==> config.mk <==
export PLATFORM = sky130hd
export DESIGN_NAME = tocu_top
export DESIGN_NICKNAME = d
export VERILOG_FILES = /design/src/shared/tocu_pkg.sv /design/src/logic/tocu_top.sv /design/src/logic/tocu_wavegen.sv
export SDC_FILE = /design/constraint.sdc
export NUM_CORES = 1
export LEC_CHECK = 0
export ABC_AREA = 1
export BUFFER_PORTS_ARGS = -buffer_cell sky130_fd_sc_hd__buf_2
export CAP_MARGIN = 25
export CORE_MARGIN = 2
export CORE_UTILIZATION = 54
export CTS_CLUSTER_DIAMETER = 50
export DETAILED_ROUTE_END_ITERATION = 10
export GPL_TIMING_DRIVEN = 0
export PLACE_DENSITY = 0.73
export SLEW_MARGIN = 20
export SYNTH_ARGS = -nofsm -noshare
export SYNTH_HDL_FRONTEND = slang
export SYNTH_SLANG_ARGS = --single-unit
==> constraint.sdc <==
create_clock -name pclk -period 3.8 [get_ports pclk]
set_input_delay 0 -clock pclk [delete_from_list [all_inputs] [get_ports pclk]]
set_output_delay 0 -clock pclk [all_outputs]
set_load 0.01 [all_outputs]
==> src/shared/tocu_pkg.sv <==
// Purpose: constants for the timer output compare unit
// Assumes: apb with 32-bit data, one word per register
// Notes: Notes on behaviour follow
// Notes on behaviour
// RULE1: main code masks interrupts around any two-step 16-bit temp access
// RULE2: compare value double buffered in pwm modes, direct in normal and clear-on-match
// RULE3: buffered value moves to active compare only at top or bottom
// RULE4: cpu writes reach buffer when buffering, active register otherwise
// RULE5: compare value changes only by cpu writes; reads bypass temp byte
// RULE6: software writes high byte first; low write commits all 16 bits
// RULE7: channel a compare value may serve as the counter top
// RULE8: outputs follow match, waveform mode and output mode, with top/bottom
// RULE9: software sets pin direction to output to enable driver
// RULE10: non-pwm: 0 port, 1 toggle, 2 clear, 3 set on match
// RULE11: fast pwm: 2 clear on match set at top, 3 reverse, 0 off
// RULE12: fast pwm mode 1: a toggles only in waveform 14/15, b off
// RULE13: fast pwm: match at top ignored when upper mode bit set
// RULE14: phase modes: 2 clear up-match set down-match, 3 reverse
// RULE15: phase modes mode 1: a toggles only in waveform 8..11, b off
// RULE16: match sets per-channel flag; writing one clears it
package tocu_pkg;
    localparam logic [11:0] TOCU_OFS_CTRL = 12'h000;
    localparam logic [11:0] TOCU_OFS_CMPA_LO = 12'h004;
    localparam logic [11:0] TOCU_OFS_CMPA_HI = 12'h008;
    localparam logic [11:0] TOCU_OFS_CMPB_LO = 12'h00c;
    localparam logic [11:0] TOCU_OFS_CMPB_HI = 12'h010;
    localparam logic [11:0] TOCU_OFS_CNT = 12'h014;
    localparam logic [11:0] TOCU_OFS_STAT = 12'h018;
    localparam logic [11:0] TOCU_OFS_CLR = 12'h01c;
    localparam logic [11:0] TOCU_OFS_IEN = 12'h020;
    localparam logic [11:0] TOCU_OFS_CAP = 12'h024;
    localparam logic [11:0] TOCU_OFS_PINS = 12'h028;
    localparam int TOCU_CTRL_WGM_LSB = 0;
    localparam int TOCU_CTRL_COMA_LSB = 4;
    localparam int TOCU_CTRL_COMB_LSB = 6;
    localparam int TOCU_CTRL_RUN_BIT = 8;
    localparam int TOCU_STAT_MATCHA_BIT = 0;
    localparam int TOCU_STAT_MATCHB_BIT = 1;
    localparam int TOCU_STAT_TOP_BIT = 2;
    localparam logic [15:0] TOCU_CMP_RST = 16'h0000;
    localparam logic [15:0] TOCU_CNT_RST = 16'h0000;
    localparam logic [15:0] TOCU_CAP_RST = 16'hffff;
    localparam logic [15:0] TOCU_TOP_8BIT = 16'h00ff;
    localparam logic [15:0] TOCU_TOP_9BIT = 16'h01ff;
    localparam logic [15:0] TOCU_TOP_10BIT = 16'h03ff;
    localparam logic [15:0] TOCU_MAX = 16'hffff;
    localparam logic [2:0] TOCU_IRQ_RST = 3'h0;
    localparam logic [8:0] TOCU_CTRL_RST = 9'h000;
    localparam int TOCU_CH_MATCH_LAT = 1;
endpackage

==> src/logic/tocu_top.sv <==
// Purpose: 16-bit timer output compare unit with apb registers
// Assumes: apb master, single clock pclk
// Notes: counter included only to drive compare events
//
// The address map and the APB register port were left to the implementer.
`timescale 1ns/1ps
`default_nettype none
module tocu_top
(
    input wire logic pclk,
    input wire logic presetn,
    input wire logic psel,
    input wire logic penable,
    input wire logic pwrite,
    input wire logic [11:0] paddr,
    input wire logic [31:0] pwdata,
    output logic [31:0] prdata,
    output logic pready,
    output logic pslverr,
    output logic compare_out_a,
    output logic compare_out_b,
    output logic compare_out_a_conn,
    output logic compare_out_b_conn,
    output logic irq
);
    import tocu_pkg::*;
    ////////////////////////////////////////////////////////////////
    logic [8:0] ctrl_q;
    logic [7:0] temp_q;
    logic [15:0] cmpa_q;
    logic [15:0] cmpb_q;
    logic [15:0] bufa_q;
    logic [15:0] bufb_q;
    logic [15:0] cnt_q;
    logic [15:0] cap_q;
    logic up_q;
    logic [2:0] stat_q;
    logic [2:0] ien_q;
    logic [3:0] wgm;
    logic buffered;
    logic wr;
    logic rd;
    logic [15:0] top;
    logic at_top;
    logic at_bottom;
    logic phase;
    logic match_a;
    logic match_b;
    logic [2:0] ev;
    logic [2:0] clr;
    logic addr_ok;
    logic wave_a;
    logic wave_b;
    logic conn_a;
    logic conn_b;
    ////////////////////////////////////////////////////////////////
    assign wgm = ctrl_q[TOCU_CTRL_WGM_LSB +: 4];
    assign buffered = !(wgm == 4'd0 || wgm == 4'd4 || wgm == 4'd12
        || wgm == 4'd13); // [RULE2]
    assign phase = (wgm >= 4'd1 && wgm <= 4'd3) || (wgm >= 4'd8 && wgm <= 4'd11);
    assign wr = psel && penable && pwrite;
    assign rd = psel && !penable && !pwrite;
    always_comb
    begin
        unique case (wgm)
            4'd1, 4'd5: top = TOCU_TOP_8BIT;
            4'd2, 4'd6: top = TOCU_TOP_9BIT;
            4'd3, 4'd7: top = TOCU_TOP_10BIT;
            4'd9, 4'd11, 4'd15, 4'd4: top = cmpa_q; // [RULE7]
            4'd8, 4'd10, 4'd14, 4'd12: top = cap_q;
            default: top = TOCU_MAX;
        endcase
    end
    assign at_top = ctrl_q[TOCU_CTRL_RUN_BIT] && (cnt_q == top);
    assign at_bottom = ctrl_q[TOCU_CTRL_RUN_BIT] && (cnt_q == TOCU_CNT_RST);
    assign match_a = ctrl_q[TOCU_CTRL_RUN_BIT] && (cnt_q == cmpa_q);
    assign match_b = ctrl_q[TOCU_CTRL_RUN_BIT] && (cnt_q == cmpb_q);
    assign addr_ok = (paddr <= TOCU_OFS_PINS) && (paddr[1:0] == 2'b00);
    ////////////////////////////////////////////////////////////////
    // apb slave, zero wait
    always_ff @(posedge pclk or negedge presetn)
    begin
        if (!presetn)
            pready <= 1'b0;
        else
            pready <= psel && !penable;
    end
    always_ff @(posedge pclk or negedge presetn)
    begin
        if (!presetn)
            pslverr <= 1'b0;
        else
            pslverr <= psel && !penable && !addr_ok;
    end
    always_ff @(posedge pclk or negedge presetn)
    begin
        if (!presetn)
            prdata <= 32'h00000000;
        else if (rd)
        begin
            unique case (paddr)
                TOCU_OFS_CTRL: prdata <= {23'h000000, ctrl_q};
                // no temp byte on compare reads
                TOCU_OFS_CMPA_LO: prdata <= {24'h000000, buffered ? bufa_q[7:0] : cmpa_q[7:0]}; // [RULE5]
                TOCU_OFS_CMPA_HI: prdata <= {24'h000000, buffered ? bufa_q[15:8] : cmpa_q[15:8]};
                TOCU_OFS_CMPB_LO: prdata <= {24'h000000, buffered ? bufb_q[7:0] : cmpb_q[7:0]};
                TOCU_OFS_CMPB_HI: prdata <= {24'h000000, buffered ? bufb_q[15:8] : cmpb_q[15:8]};
                TOCU_OFS_CNT: prdata <= {16'h0000, cnt_q};
                TOCU_OFS_STAT: prdata <= {29'h00000000, stat_q};
                TOCU_OFS_IEN: prdata <= {29'h00000000, ien_q};
                TOCU_OFS_CAP: prdata <= {16'h0000, cap_q};
                TOCU_OFS_PINS: prdata <= {28'h0000000, conn_b, conn_a, wave_b, wave_a};
                default: prdata <= 32'h00000000;
            endcase
        end
    end
    ////////////////////////////////////////////////////////////////
    always_ff @(posedge pclk or negedge presetn)
    begin
        if (!presetn)
            ctrl_q <= TOCU_CTRL_RST;
        else if (wr && paddr == TOCU_OFS_CTRL)
            ctrl_q <= pwdata[8:0];
    end
    always_ff @(posedge pclk or negedge presetn)
    begin
        if (!presetn)
            cap_q <= TOCU_CAP_RST;
        else if (wr && paddr == TOCU_OFS_CAP)
            cap_q <= pwdata[15:0];
    end
    // high byte parks in temp until low write
    always_ff @(posedge pclk or negedge presetn)
    begin
        if (!presetn)
            temp_q <= 8'h00;
        else if (wr && (paddr == TOCU_OFS_CMPA_HI || paddr == TOCU_OFS_CMPB_HI))
            temp_q <= pwdata[7:0]; // [RULE6] [RULE1]
    end
    always_ff @(posedge pclk or negedge presetn)
    begin
        if (!presetn)
            bufa_q <= TOCU_CMP_RST;
        else if (wr && paddr == TOCU_OFS_CMPA_LO)
            bufa_q <= {temp_q, pwdata[7:0]}; // [RULE4] [RULE6]
    end
    always_ff @(posedge pclk or negedge presetn)
    begin
        if (!presetn)
            bufb_q <= TOCU_CMP_RST;
        else if (wr && paddr == TOCU_OFS_CMPB_LO)
            bufb_q <= {temp_q, pwdata[7:0]};
    end
    always_ff @(posedge pclk or negedge presetn)
    begin
        if (!presetn)
            cmpa_q <= TOCU_CMP_RST;
        else if (!buffered && wr && paddr == TOCU_OFS_CMPA_LO)
            cmpa_q <= {temp_q, pwdata[7:0]}; // [RULE4] [RULE5]
        else if (buffered && ((phase && at_top) || (!phase && at_bottom)))
            cmpa_q <= bufa_q; // [RULE3]
    end
    always_ff @(posedge pclk or negedge presetn)
    begin
        if (!presetn)
            cmpb_q <= TOCU_CMP_RST;
        else if (!buffered && wr && paddr == TOCU_OFS_CMPB_LO)
            cmpb_q <= {temp_q, pwdata[7:0]};
        else if (buffered && ((phase && at_top) || (!phase && at_bottom)))
            cmpb_q <= bufb_q; // [RULE3]
    end
    ////////////////////////////////////////////////////////////////
    // counter, just enough to produce events
    always_ff @(posedge pclk or negedge presetn)
    begin
        if (!presetn)
            cnt_q <= TOCU_CNT_RST;
        else if (wr && paddr == TOCU_OFS_CNT)
            cnt_q <= pwdata[15:0];
        else if (ctrl_q[TOCU_CTRL_RUN_BIT])
        begin
            if (phase)
                cnt_q <= (up_q && !at_top) || at_bottom ? cnt_q + 16'h0001 : cnt_q - 16'h0001;
            else if (at_top)
                cnt_q <= TOCU_CNT_RST;
            else
                cnt_q <= cnt_q + 16'h0001;
        end
    end
    always_ff @(posedge pclk or negedge presetn)
    begin
        if (!presetn)
            up_q <= 1'b1;
        else if (!phase || at_bottom)
            up_q <= 1'b1;
        else if (at_top)
            up_q <= 1'b0;
    end
    ////////////////////////////////////////////////////////////////
    // sticky status, set beats clear
    assign ev = {at_top, match_b, match_a};
    assign clr = (wr && paddr == TOCU_OFS_CLR) ? pwdata[2:0] : 3'h0;
    always_ff @(posedge pclk or negedge presetn)
    begin
        if (!presetn)
            stat_q <= TOCU_IRQ_RST;
        else
            stat_q <= ev | (stat_q & ~clr); // [RULE16]
    end
    always_ff @(posedge pclk or negedge presetn)
    begin
        if (!presetn)
            ien_q <= TOCU_IRQ_RST;
        else if (wr && paddr == TOCU_OFS_IEN)
            ien_q <= pwdata[2:0];
    end
    always_ff @(posedge pclk or negedge presetn)
    begin
        if (!presetn)
            irq <= 1'b0;
        else
            irq <= |((ev | (stat_q & ~clr)) & ien_q);
    end
    ////////////////////////////////////////////////////////////////
    tocu_wavegen u_wave_a
    (
        .pclk(pclk),
        .presetn(presetn),
        .waveform_mode_sel(wgm),
        .compare_output_mode(ctrl_q[TOCU_CTRL_COMA_LSB +: 2]),
        .is_chan_a(1'b1),
        .match(match_a),
        .at_top(at_top),
        .at_bottom(at_bottom),
        .counting_up(up_q),
        .cmp_eq_top(cmpa_q == top),
        .wave_q(wave_a),
        .connected_q(conn_a)
    );
    tocu_wavegen u_wave_b
    (
        .pclk(pclk),
        .presetn(presetn),
        .waveform_mode_sel(wgm),
        .compare_output_mode(ctrl_q[TOCU_CTRL_COMB_LSB +: 2]),
        .is_chan_a(1'b0),
        .match(match_b),
        .at_top(at_top),
        .at_bottom(at_bottom),
        .counting_up(up_q),
        .cmp_eq_top(cmpb_q == top),
        .wave_q(wave_b),
        .connected_q(conn_b)
    );
    // pin driver enable belongs to the port block
    assign compare_out_a = wave_a; // [RULE9]
    assign compare_out_b = wave_b;
    assign compare_out_a_conn = conn_a;
    assign compare_out_b_conn = conn_b;
endmodule
`default_nettype wire

==> src/logic/tocu_wavegen.sv <==
// Purpose: per-channel waveform output from match, top and count direction
// Assumes: same clock as the counter
// Notes: output level held in a flop
`timescale 1ns/1ps
`default_nettype none
module tocu_wavegen
(
    input wire logic pclk,
    input wire logic presetn,
    input wire logic [3:0] waveform_mode_sel,
    input wire logic [1:0] compare_output_mode,
    input wire logic is_chan_a,
    input wire logic match,
    input wire logic at_top,
    input wire logic at_bottom,
    input wire logic counting_up,
    input wire logic cmp_eq_top,
    output logic wave_q,
    output logic connected_q
);
    logic set_now;
    logic clr_now;
    logic tog_now;
    logic conn;
    logic fast;
    logic phase;
    always_comb
    begin
        set_now = 1'b0;
        clr_now = 1'b0;
        tog_now = 1'b0;
        fast = (waveform_mode_sel == 4'd5) || (waveform_mode_sel == 4'd6)
            || (waveform_mode_sel == 4'd7) || (waveform_mode_sel == 4'd14)
            || (waveform_mode_sel == 4'd15);
        phase = !fast && (waveform_mode_sel != 4'd0) && (waveform_mode_sel != 4'd4)
            && (waveform_mode_sel != 4'd12) && (waveform_mode_sel != 4'd13);
        conn = (compare_output_mode != 2'd0);
        if (fast)
        begin
            if (compare_output_mode == 2'd1)
            begin
                conn = is_chan_a && (waveform_mode_sel[3:1] == 3'b111); // [RULE12]
                tog_now = conn && match;
            end
            else if (compare_output_mode[1])
            begin
                // match at top ignored, top action still done
                if (match && !cmp_eq_top) // [RULE13]
                begin
                    set_now = compare_output_mode[0]; // [RULE11]
                    clr_now = !compare_output_mode[0];
                end
                if (at_top)
                begin
                    set_now = !compare_output_mode[0]; // [RULE11]
                    clr_now = compare_output_mode[0];
                end
            end
        end
        else if (phase)
        begin
            if (compare_output_mode == 2'd1)
            begin
                conn = is_chan_a && (waveform_mode_sel[3:2] == 2'b10); // [RULE15]
                tog_now = conn && match;
            end
            else if (compare_output_mode[1] && match)
            begin
                set_now = counting_up == compare_output_mode[0]; // [RULE14]
                clr_now = counting_up != compare_output_mode[0];
            end
        end
        else
        begin
            tog_now = match && (compare_output_mode == 2'd1); // [RULE10]
            clr_now = match && (compare_output_mode == 2'd2);
            set_now = match && (compare_output_mode == 2'd3);
        end
    end
    always_ff @(posedge pclk or negedge presetn)
    begin
        if (!presetn)
            wave_q <= 1'b0;
        else if (set_now) // [RULE8]
            wave_q <= 1'b1;
        else if (clr_now)
            wave_q <= 1'b0;
        else if (tog_now)
            wave_q <= !wave_q;
    end
    always_ff @(posedge pclk or negedge presetn)
    begin
        if (!presetn)
            connected_q <= 1'b0;
        else
            connected_q <= conn;
    end
endmodule
`default_nettype wire

Word level (Yosys, flattened, before mapping)
Cells that the tools add are included.
Widths: inputs -> output; s select.

storage, ports and cells
  bits in registers = 159
  bits of input ports = 49

cells by class
  add/sub/neg operators = 2
  order comparisons = 5
  eq/ne operators = 45
  multiplexer cells = 69
  bitwise gates (word level) = 4
  reduce and logical (&&, ||, !) cells = 87

operators with widths
  kind                   count
  $pmux 16 s10           1
  $mux 16                9
  $eq 16x16->1           5
  $pmux 16 s5            1
  $mux 1                 53
  $eq 12x5->1 const B    4
  $logic_and 1x1->1      43
  $eq 12x6->1 const B    3
  $eq 4x4->1 const B     8
  $mux 8                 4
  $eq 12x4->1 const B    2
  $add 16x1->16 const B  1
  $eq 4x3->1 const B     4
  $logic_not 16->1       1
  $sub 16x1->16 const B  1
  $logic_not 1->1        13
  $eq 12x3->1 const B    1
  $le 12x6->1 const B    1
  $logic_not 12->1       1
  $logic_or 1x1->1       12
  $reduce_bool 2->1      6
  $eq 2x2->1 const B     5
  $eq 4x2->1 const B     2
  $ne 4x4->1 const B     2
  21 further kinds       29

Depth between registers and ports, before layout
  word-level depth = 15
  depth in mapped cells = 21
  mapped depth without buffers = 20

Cells and area by module
Synthesis repeated with hierarchy kept, for this count alone.

second synthesis, totals
  cell total of the unflattened synthesis = 1380
  area total of the unflattened synthesis = 9795.6 µm²

by module, submodules not included
  module        times used  cells each  area an instance (µm²)  sequential area each (µm²)
  tocu_top      1           1270        9217.6                  3499.6
  tocu_wavegen  2           55          289.0                   50.0

Worst setup path after synthesis
Ideal clock, no wire load.

  path type = register to register
  start point = reg cnt_q[1]
  end point = reg cnt_q[2]
  arrival = 2.165 ns
  setup slack = 1.519 ns
  stages on the path, launching flop included = 15
  buffers on the path = 1
  period minus slack after synthesis = 2.281 ns
  cell sequence = dfrtp_1 -> inv_1 -> ha_1 -> nand3_1 -> nor3_2 -> nand4_1 -> nor3_2 -> nand4_1 -> clkbuf_1 -> nand2_4 -> nand2_1 -> nand3_1 -> nand2_1 -> nand2_1 -> nand2_1

on the way
  longest elaborated chain between the ends = 9
  elaborated cells between the ends (all ways) = 14
  those cells by class = 2 x add/sub; 1 x eq/ne; 5 x mux; 6 x reduce/logical

RTL lines
  element                                                RTL line         RTL
  from (decl)                                            tocu_top.sv:34   logic [15:0] cnt_q;
  from (signal assigned)                                 tocu_top.sv:179  cnt_q <= pwdata[15:0];
  from (signal assigned)                                 tocu_top.sv:183  cnt_q <= (up_q && !at_top) || at_bottom ? cnt_q + 16'h0001 : cnt_q - 16'h0001;
  from (signal assigned)                                 tocu_top.sv:187  cnt_q <= cnt_q + 16'h0001;
  branches (longest 6 deep; another with $add 16x1->16)  n/a
  $mux 16 (*)                                            tocu_top.sv:182  if (phase)
  $mux 16 (*)                                            tocu_top.sv:180  else if (ctrl_q[TOCU_CTRL_RUN_BIT])
  $mux 16 (*)                                            tocu_top.sv:178  else if (wr && paddr == TOCU_OFS_CNT)

Mark *: on every way between the ends. The select of a mux whose other input is x is not followed.
A chain may end at the register's enable or synchronous reset.

Worst setup path in the final report
  start point = reg cnt_q[1]
  end point = reg cmpa_q[0]

on the way
  longest elaborated chain between the ends = 6
  elaborated cells between the ends (all ways) = 9
  those cells by class = 1 x eq/ne; 8 x reduce/logical

RTL lines
  element                                           RTL line                        RTL
  $eq 16x16->1 or $logic_not 16->1 (tied branches)  tocu_top.sv:74, tocu_top.sv:75
  $logic_and 1x1->1, on equally long branches       tocu_top.sv:74, tocu_top.sv:75
  $logic_and 1x1->1                                 tocu_top.sv:160                 else if (buffered && ((phase && at_top) || (!phase && at_bottom)))
  $logic_or 1x1->1 (*)                              tocu_top.sv:160
  $logic_and 1x1->1 (*)                             tocu_top.sv:160
  $reduce_bool 2->1 (no source line) (*)            n/a
  to (signal assigned)                              tocu_top.sv:159                 cmpa_q <= {temp_q, pwdata[7:0]};
  to (signal assigned)                              tocu_top.sv:161                 cmpa_q <= bufa_q;
  to (decl)                                         tocu_top.sv:30                  logic [15:0] cmpa_q;

Mark *: on every way between the ends. The rest lies on a longest branch, timed or not.

==> out/qor.csv <==
stage,metric,value,unit
timing,Final Max Tran Viols,0,
critical_path,worst-path fanout max,7,
job,MaxCap Viol Count,0,
timing,Fmax,291,MHz
global_route,number of global-route vias before repair,10200,
detailed_routing,ANT nets after route,0,
die,IO Pins,88,
die,Die H,139,um
timing,Setup Skew,0.0140,ns
placed_design,Setup WS pre-CTS,0.505,ns
global_route,largest net degree at the start of global routing,88,
timing,min setup slack post-route,0.367,ns
timing,worst-case hold slack,0.0600,ns
yosys,synthesized flop and latch total,143,
timing,Least-Margin Pin Slew,1.01,ns
worst_hold_path,worst hold path class,in -> reg,
clock_network,setup bufs post-CTS,0,
critical_path,crit end category,flip-flop,
clock_network,clk sinks,143,
critical_path,crit path from,cnt_q[1]$_DFFE_PN0P_,
yosys,cell area after synthesis,0.00990,sq mm
clock_network,TritonCTS clock tree,built,
timing,post-route minimum period,3.43,ns
critical_path,r2r setup slk,0.37,ns
yosys,synthesized instance count,1428,
detailed_routing,via count,10800,
cells_and_area,# nets final,1582,
pwr,Leak,5.04,nW
die,Cell Rows,49,
critical_path,critical path type,reg -> reg,
die,die footprint,0.0194,sq mm
pwr,Gate power share,0.053,
clock_network,clock latency on the worst-skew pair,0.45,ns
critical_path,reg2reg start,cnt_q[1]$_DFFE_PN0P_,
clock_network,post-cts sizing count,0,
clock_network,hold_buf cts,13,
detailed_routing,Iteration-0 DRC Markers,1423,
detailed_routing,WL/cell,22.6,um
global_route,initial antenna violation count,1,
yosys,Mean Syn Cell Area,6.93,sq um
detailed_routing,final wirelength,40.1,mm
cells_and_area,Register Area,0.00360,sq mm
yosys,"Seq/Total Area, Yosys",0.364,
pwr,Switching Share,0.270,
critical_path,Worst path top cell family by delay,simple AND/OR/NAND/NOR gates,
timing,Final Hold Vio Count,0,
placed_design,IO buf count,55,
pwr,Pint,2.51,mW
pwr,worst vdd ir,0.000332,V
placed_design,Placer Congestion,1.14,
cells_and_area,Area Growth Syn to Fin,13.7,%
critical_path,"slowest stage delay, CP",0.51,ns
global_route,total grt overflow,0,
clock_network,root buf cell,clkbuf_16,
detailed_routing,TritonRoute pass-1 iters,8,
cells_and_area,multi-input logic area,0.00538,sq mm
run_status,outcome,"finished, final reports clean",
critical_path,CP Buf/Inv Count,2,
yosys,post-synthesis cell type count,49,
timing,final period utilization,0.903,
pwr,Flop pwr share,0.447,
critical_path,"Top cell by count, worst path",nand2_1,
pwr,sw power,925,uW
timing,RSZ-0062 raised after global routing,false,
detailed_routing,via/cell ratio,6.07,
die,Die X,139,um
clock_network,maximum clock insertion buffer count,2,
critical_path,CP max-delay cell,dfrtp_1,
pwr,Clock power frac,0.500,
cells_and_area,proportion of layout cells with a drive suffix above 1,0.120,
critical_path,worst path cell trace,inv_1 -> ha_1 -> nand3_1 -> nor3_2 -> nand4_1 -> nor3_2 -> nand4_1 -> nand2_1 -> nand3_1 -> nand2_1 -> inv_1 -> nand2_1 -> o21ai_2,
yosys,number of synthesis warnings,0,
global_route,GRT Total Usage,0.413,
clock_network,"CTS clk-pin slew, worst paths",0.07,ns
cells_and_area,"Core Util, Final",0.627,
cells_and_area,fillers,1692,
critical_path,Crit path required time,4.13,ns
placed_design,HPWL after detailed placement,30.1,mm
clock_network,H-tree levels,4,
critical_path,startpoint types,flip-flop,
critical_path,Worst EP arrival,3.76,ns
die,initial core utilization,0.551,
worst_hold_path,Min-Delay Startpoint,paddr[4],
die,Placeable Area,0.0180,sq mm
global_route,first-pass GRT wire length,60.4,mm
cells_and_area,Ant. Diodes,0,
detailed_routing,drt drc,0,
clock_network,CTS Buf Count,17,
timing,Final setup viols,0,
pwr,Power per Cell Area,305,mW/mm^2
timing,Max-slew headroom,0.324,
timing,setup TNS,0,ns
-- registers in the layout (all words and copies together) (netlist names) --
| signal | cells |
|---|---|
| cnt_q | 16 |
| irq | 1 |
| u_wave_a.connected_q | 1 |
| bufa_q | 16 |
| bufb_q | 16 |
| cap_q | 16 |
| pready | 1 |
| up_q | 1 |
| stat_q | 3 |
| u_wave_b.wave_q | 1 |
| u_wave_b.connected_q | 1 |
| cmpb_q | 16 |
| ien_q | 3 |
| pslverr | 1 |
| u_wave_a.wave_q | 1 |
| prdata | 16 |
| ctrl_q | 9 |
| temp_q | 8 |
| cmpa_q | 16 |
-- synth_stat cells (all sizes together) --
cell type	instances	share of area
nor2	125	0.049
clkbuf	38	0.014
a21oi	39	0.020
buf	39	0.028
xnor2	7	0.0062
o2111ai	6	0.0053
nor3b	2	0.0015
nand3	90	0.051
dfrtp	126	0.32
o211ai	5	0.0038
dfstp	17	0.045
nand4	49	0.031
conb	1	0.00038
o22ai	20	0.013
nor3	26	0.015
and3	2	0.0013
clkinv	5	0.0019
a22o	12	0.011
nand3b	3	0.0023
nor4	10	0.0063
a32oi	1	0.00089
inv	145	0.055
o21ai	168	0.089
o21bai	4	0.0030
ha	2	0.0025
o31ai	1	0.00076
xor2	52	0.046
a21boi	1	0.00076
a221oi	13	0.012
a32o	1	0.0010
nand2	412	0.16
a22oi	1	0.00076
o41ai	1	0.00089
o221ai	3	0.0027
nor4b	1	0.00089
-- cell usage in the layout, fill, tap and decap left out, types with 6 or more instances in the layout --
cell type / count
a21oi_1: 39
a221oi_1: 13
a22o_1: 12
buf_2: 67
buf_4: 21
clkbuf_1: 38
clkbuf_16: 17
clkinv_1: 6
conb_1: 16
dfrtp_1: 126
dfstp_2: 17
dlygate4sd3_1: 13
inv_1: 137
inv_2: 8
nand2_1: 402
nand3_1: 83
nand4_1: 49
nor2_1: 119
nor3_1: 23
nor4_1: 10
o2111ai_1: 6
o21ai_0: 148
o21ai_1: 10
o21ai_2: 10
o22ai_1: 20
xnor2_1: 7
xor2_1: 52
-- power groups by stage --
stage | logic (mW) | clock network (mW) | registers [mW]
after floorplan | 0.0725 | 0 | 1.56
after global placement | 0.161 | 0 | 1.56
after detailed placement | 0.167 | 0 | 1.56
after CTS | 0.178 | 1.71 | 1.53
after global routing | 0.198 | 1.78 | 1.53
final | 0.182 | 1.72 | 1.53
-- cells by family after synthesis --
kind of cell | share of synthesized area
AOI/OAI and AO/OA | 0.163
xor gates and xnor gates | 0.0522
adders and majority gates | 0.00253
buffers and inverters | 0.0989
DFF | 0.364
other | 0.000379
and+or+nand+nor | 0.319
-- worst paths after layout --
path / endpoint / depth (start not counted)
max: cmpa_q[0]$_DFFE_PN0P_ / 13
max reg2reg: cmpa_q[0]$_DFFE_PN0P_ / 13
min: stat_q[2]$_DFF_PN0_ / 4
min in group asynchronous: pready$_DFF_PN0_ / 2
min reg2reg: prdata[1]$_DFFE_PN0P_ / 2
max in group asynchronous: bufa_q[5]$_DFFE_PN0P_ / 3
-- tightest hold or removal path, stage by stage --
cell	delay (ns)
buf_2	0.13
nand3_1	0.15
o21ai_0	0.09
nand2_1	0.09
-- routing by layer --
metal / vias to the layer above / GRT usage / wire (um)
met5: - / 0 / 27
met4: 4 / 0.272 / 3050
met3: 171 / 0.0988 / 4520
met2: 703 / 0.621 / 17200
met1: 4981 / 0.533 / 15300
li1: 4908 / - / -
-- area by class of cell --
cell class / count / share of cell area
tap: 229 / 0.0255
clock inverter: 15 / 0.0132
buffer: 77 / 0.0369
timing repair buffer: 69 / 0.0393
multi-input combinational: 1073 / 0.477
sequential: 143 / 0.320
inverter: 150 / 0.0500
clock buffer: 17 / 0.0378
-- through the flow --
step           instance area, sq um  std cells  power, mW
2_1_floorplan                  9950       1443       1.63
3_3_place_gp                  10500       1727       1.72
3_5_place_dp                  10600       1728       1.73
4_1_cts                       11300       1773       3.42
5_1_grt                       11300       1773       3.51
6_report                      11300       1773       3.43
Note: power is estimated with default switching activity, not from simulation.
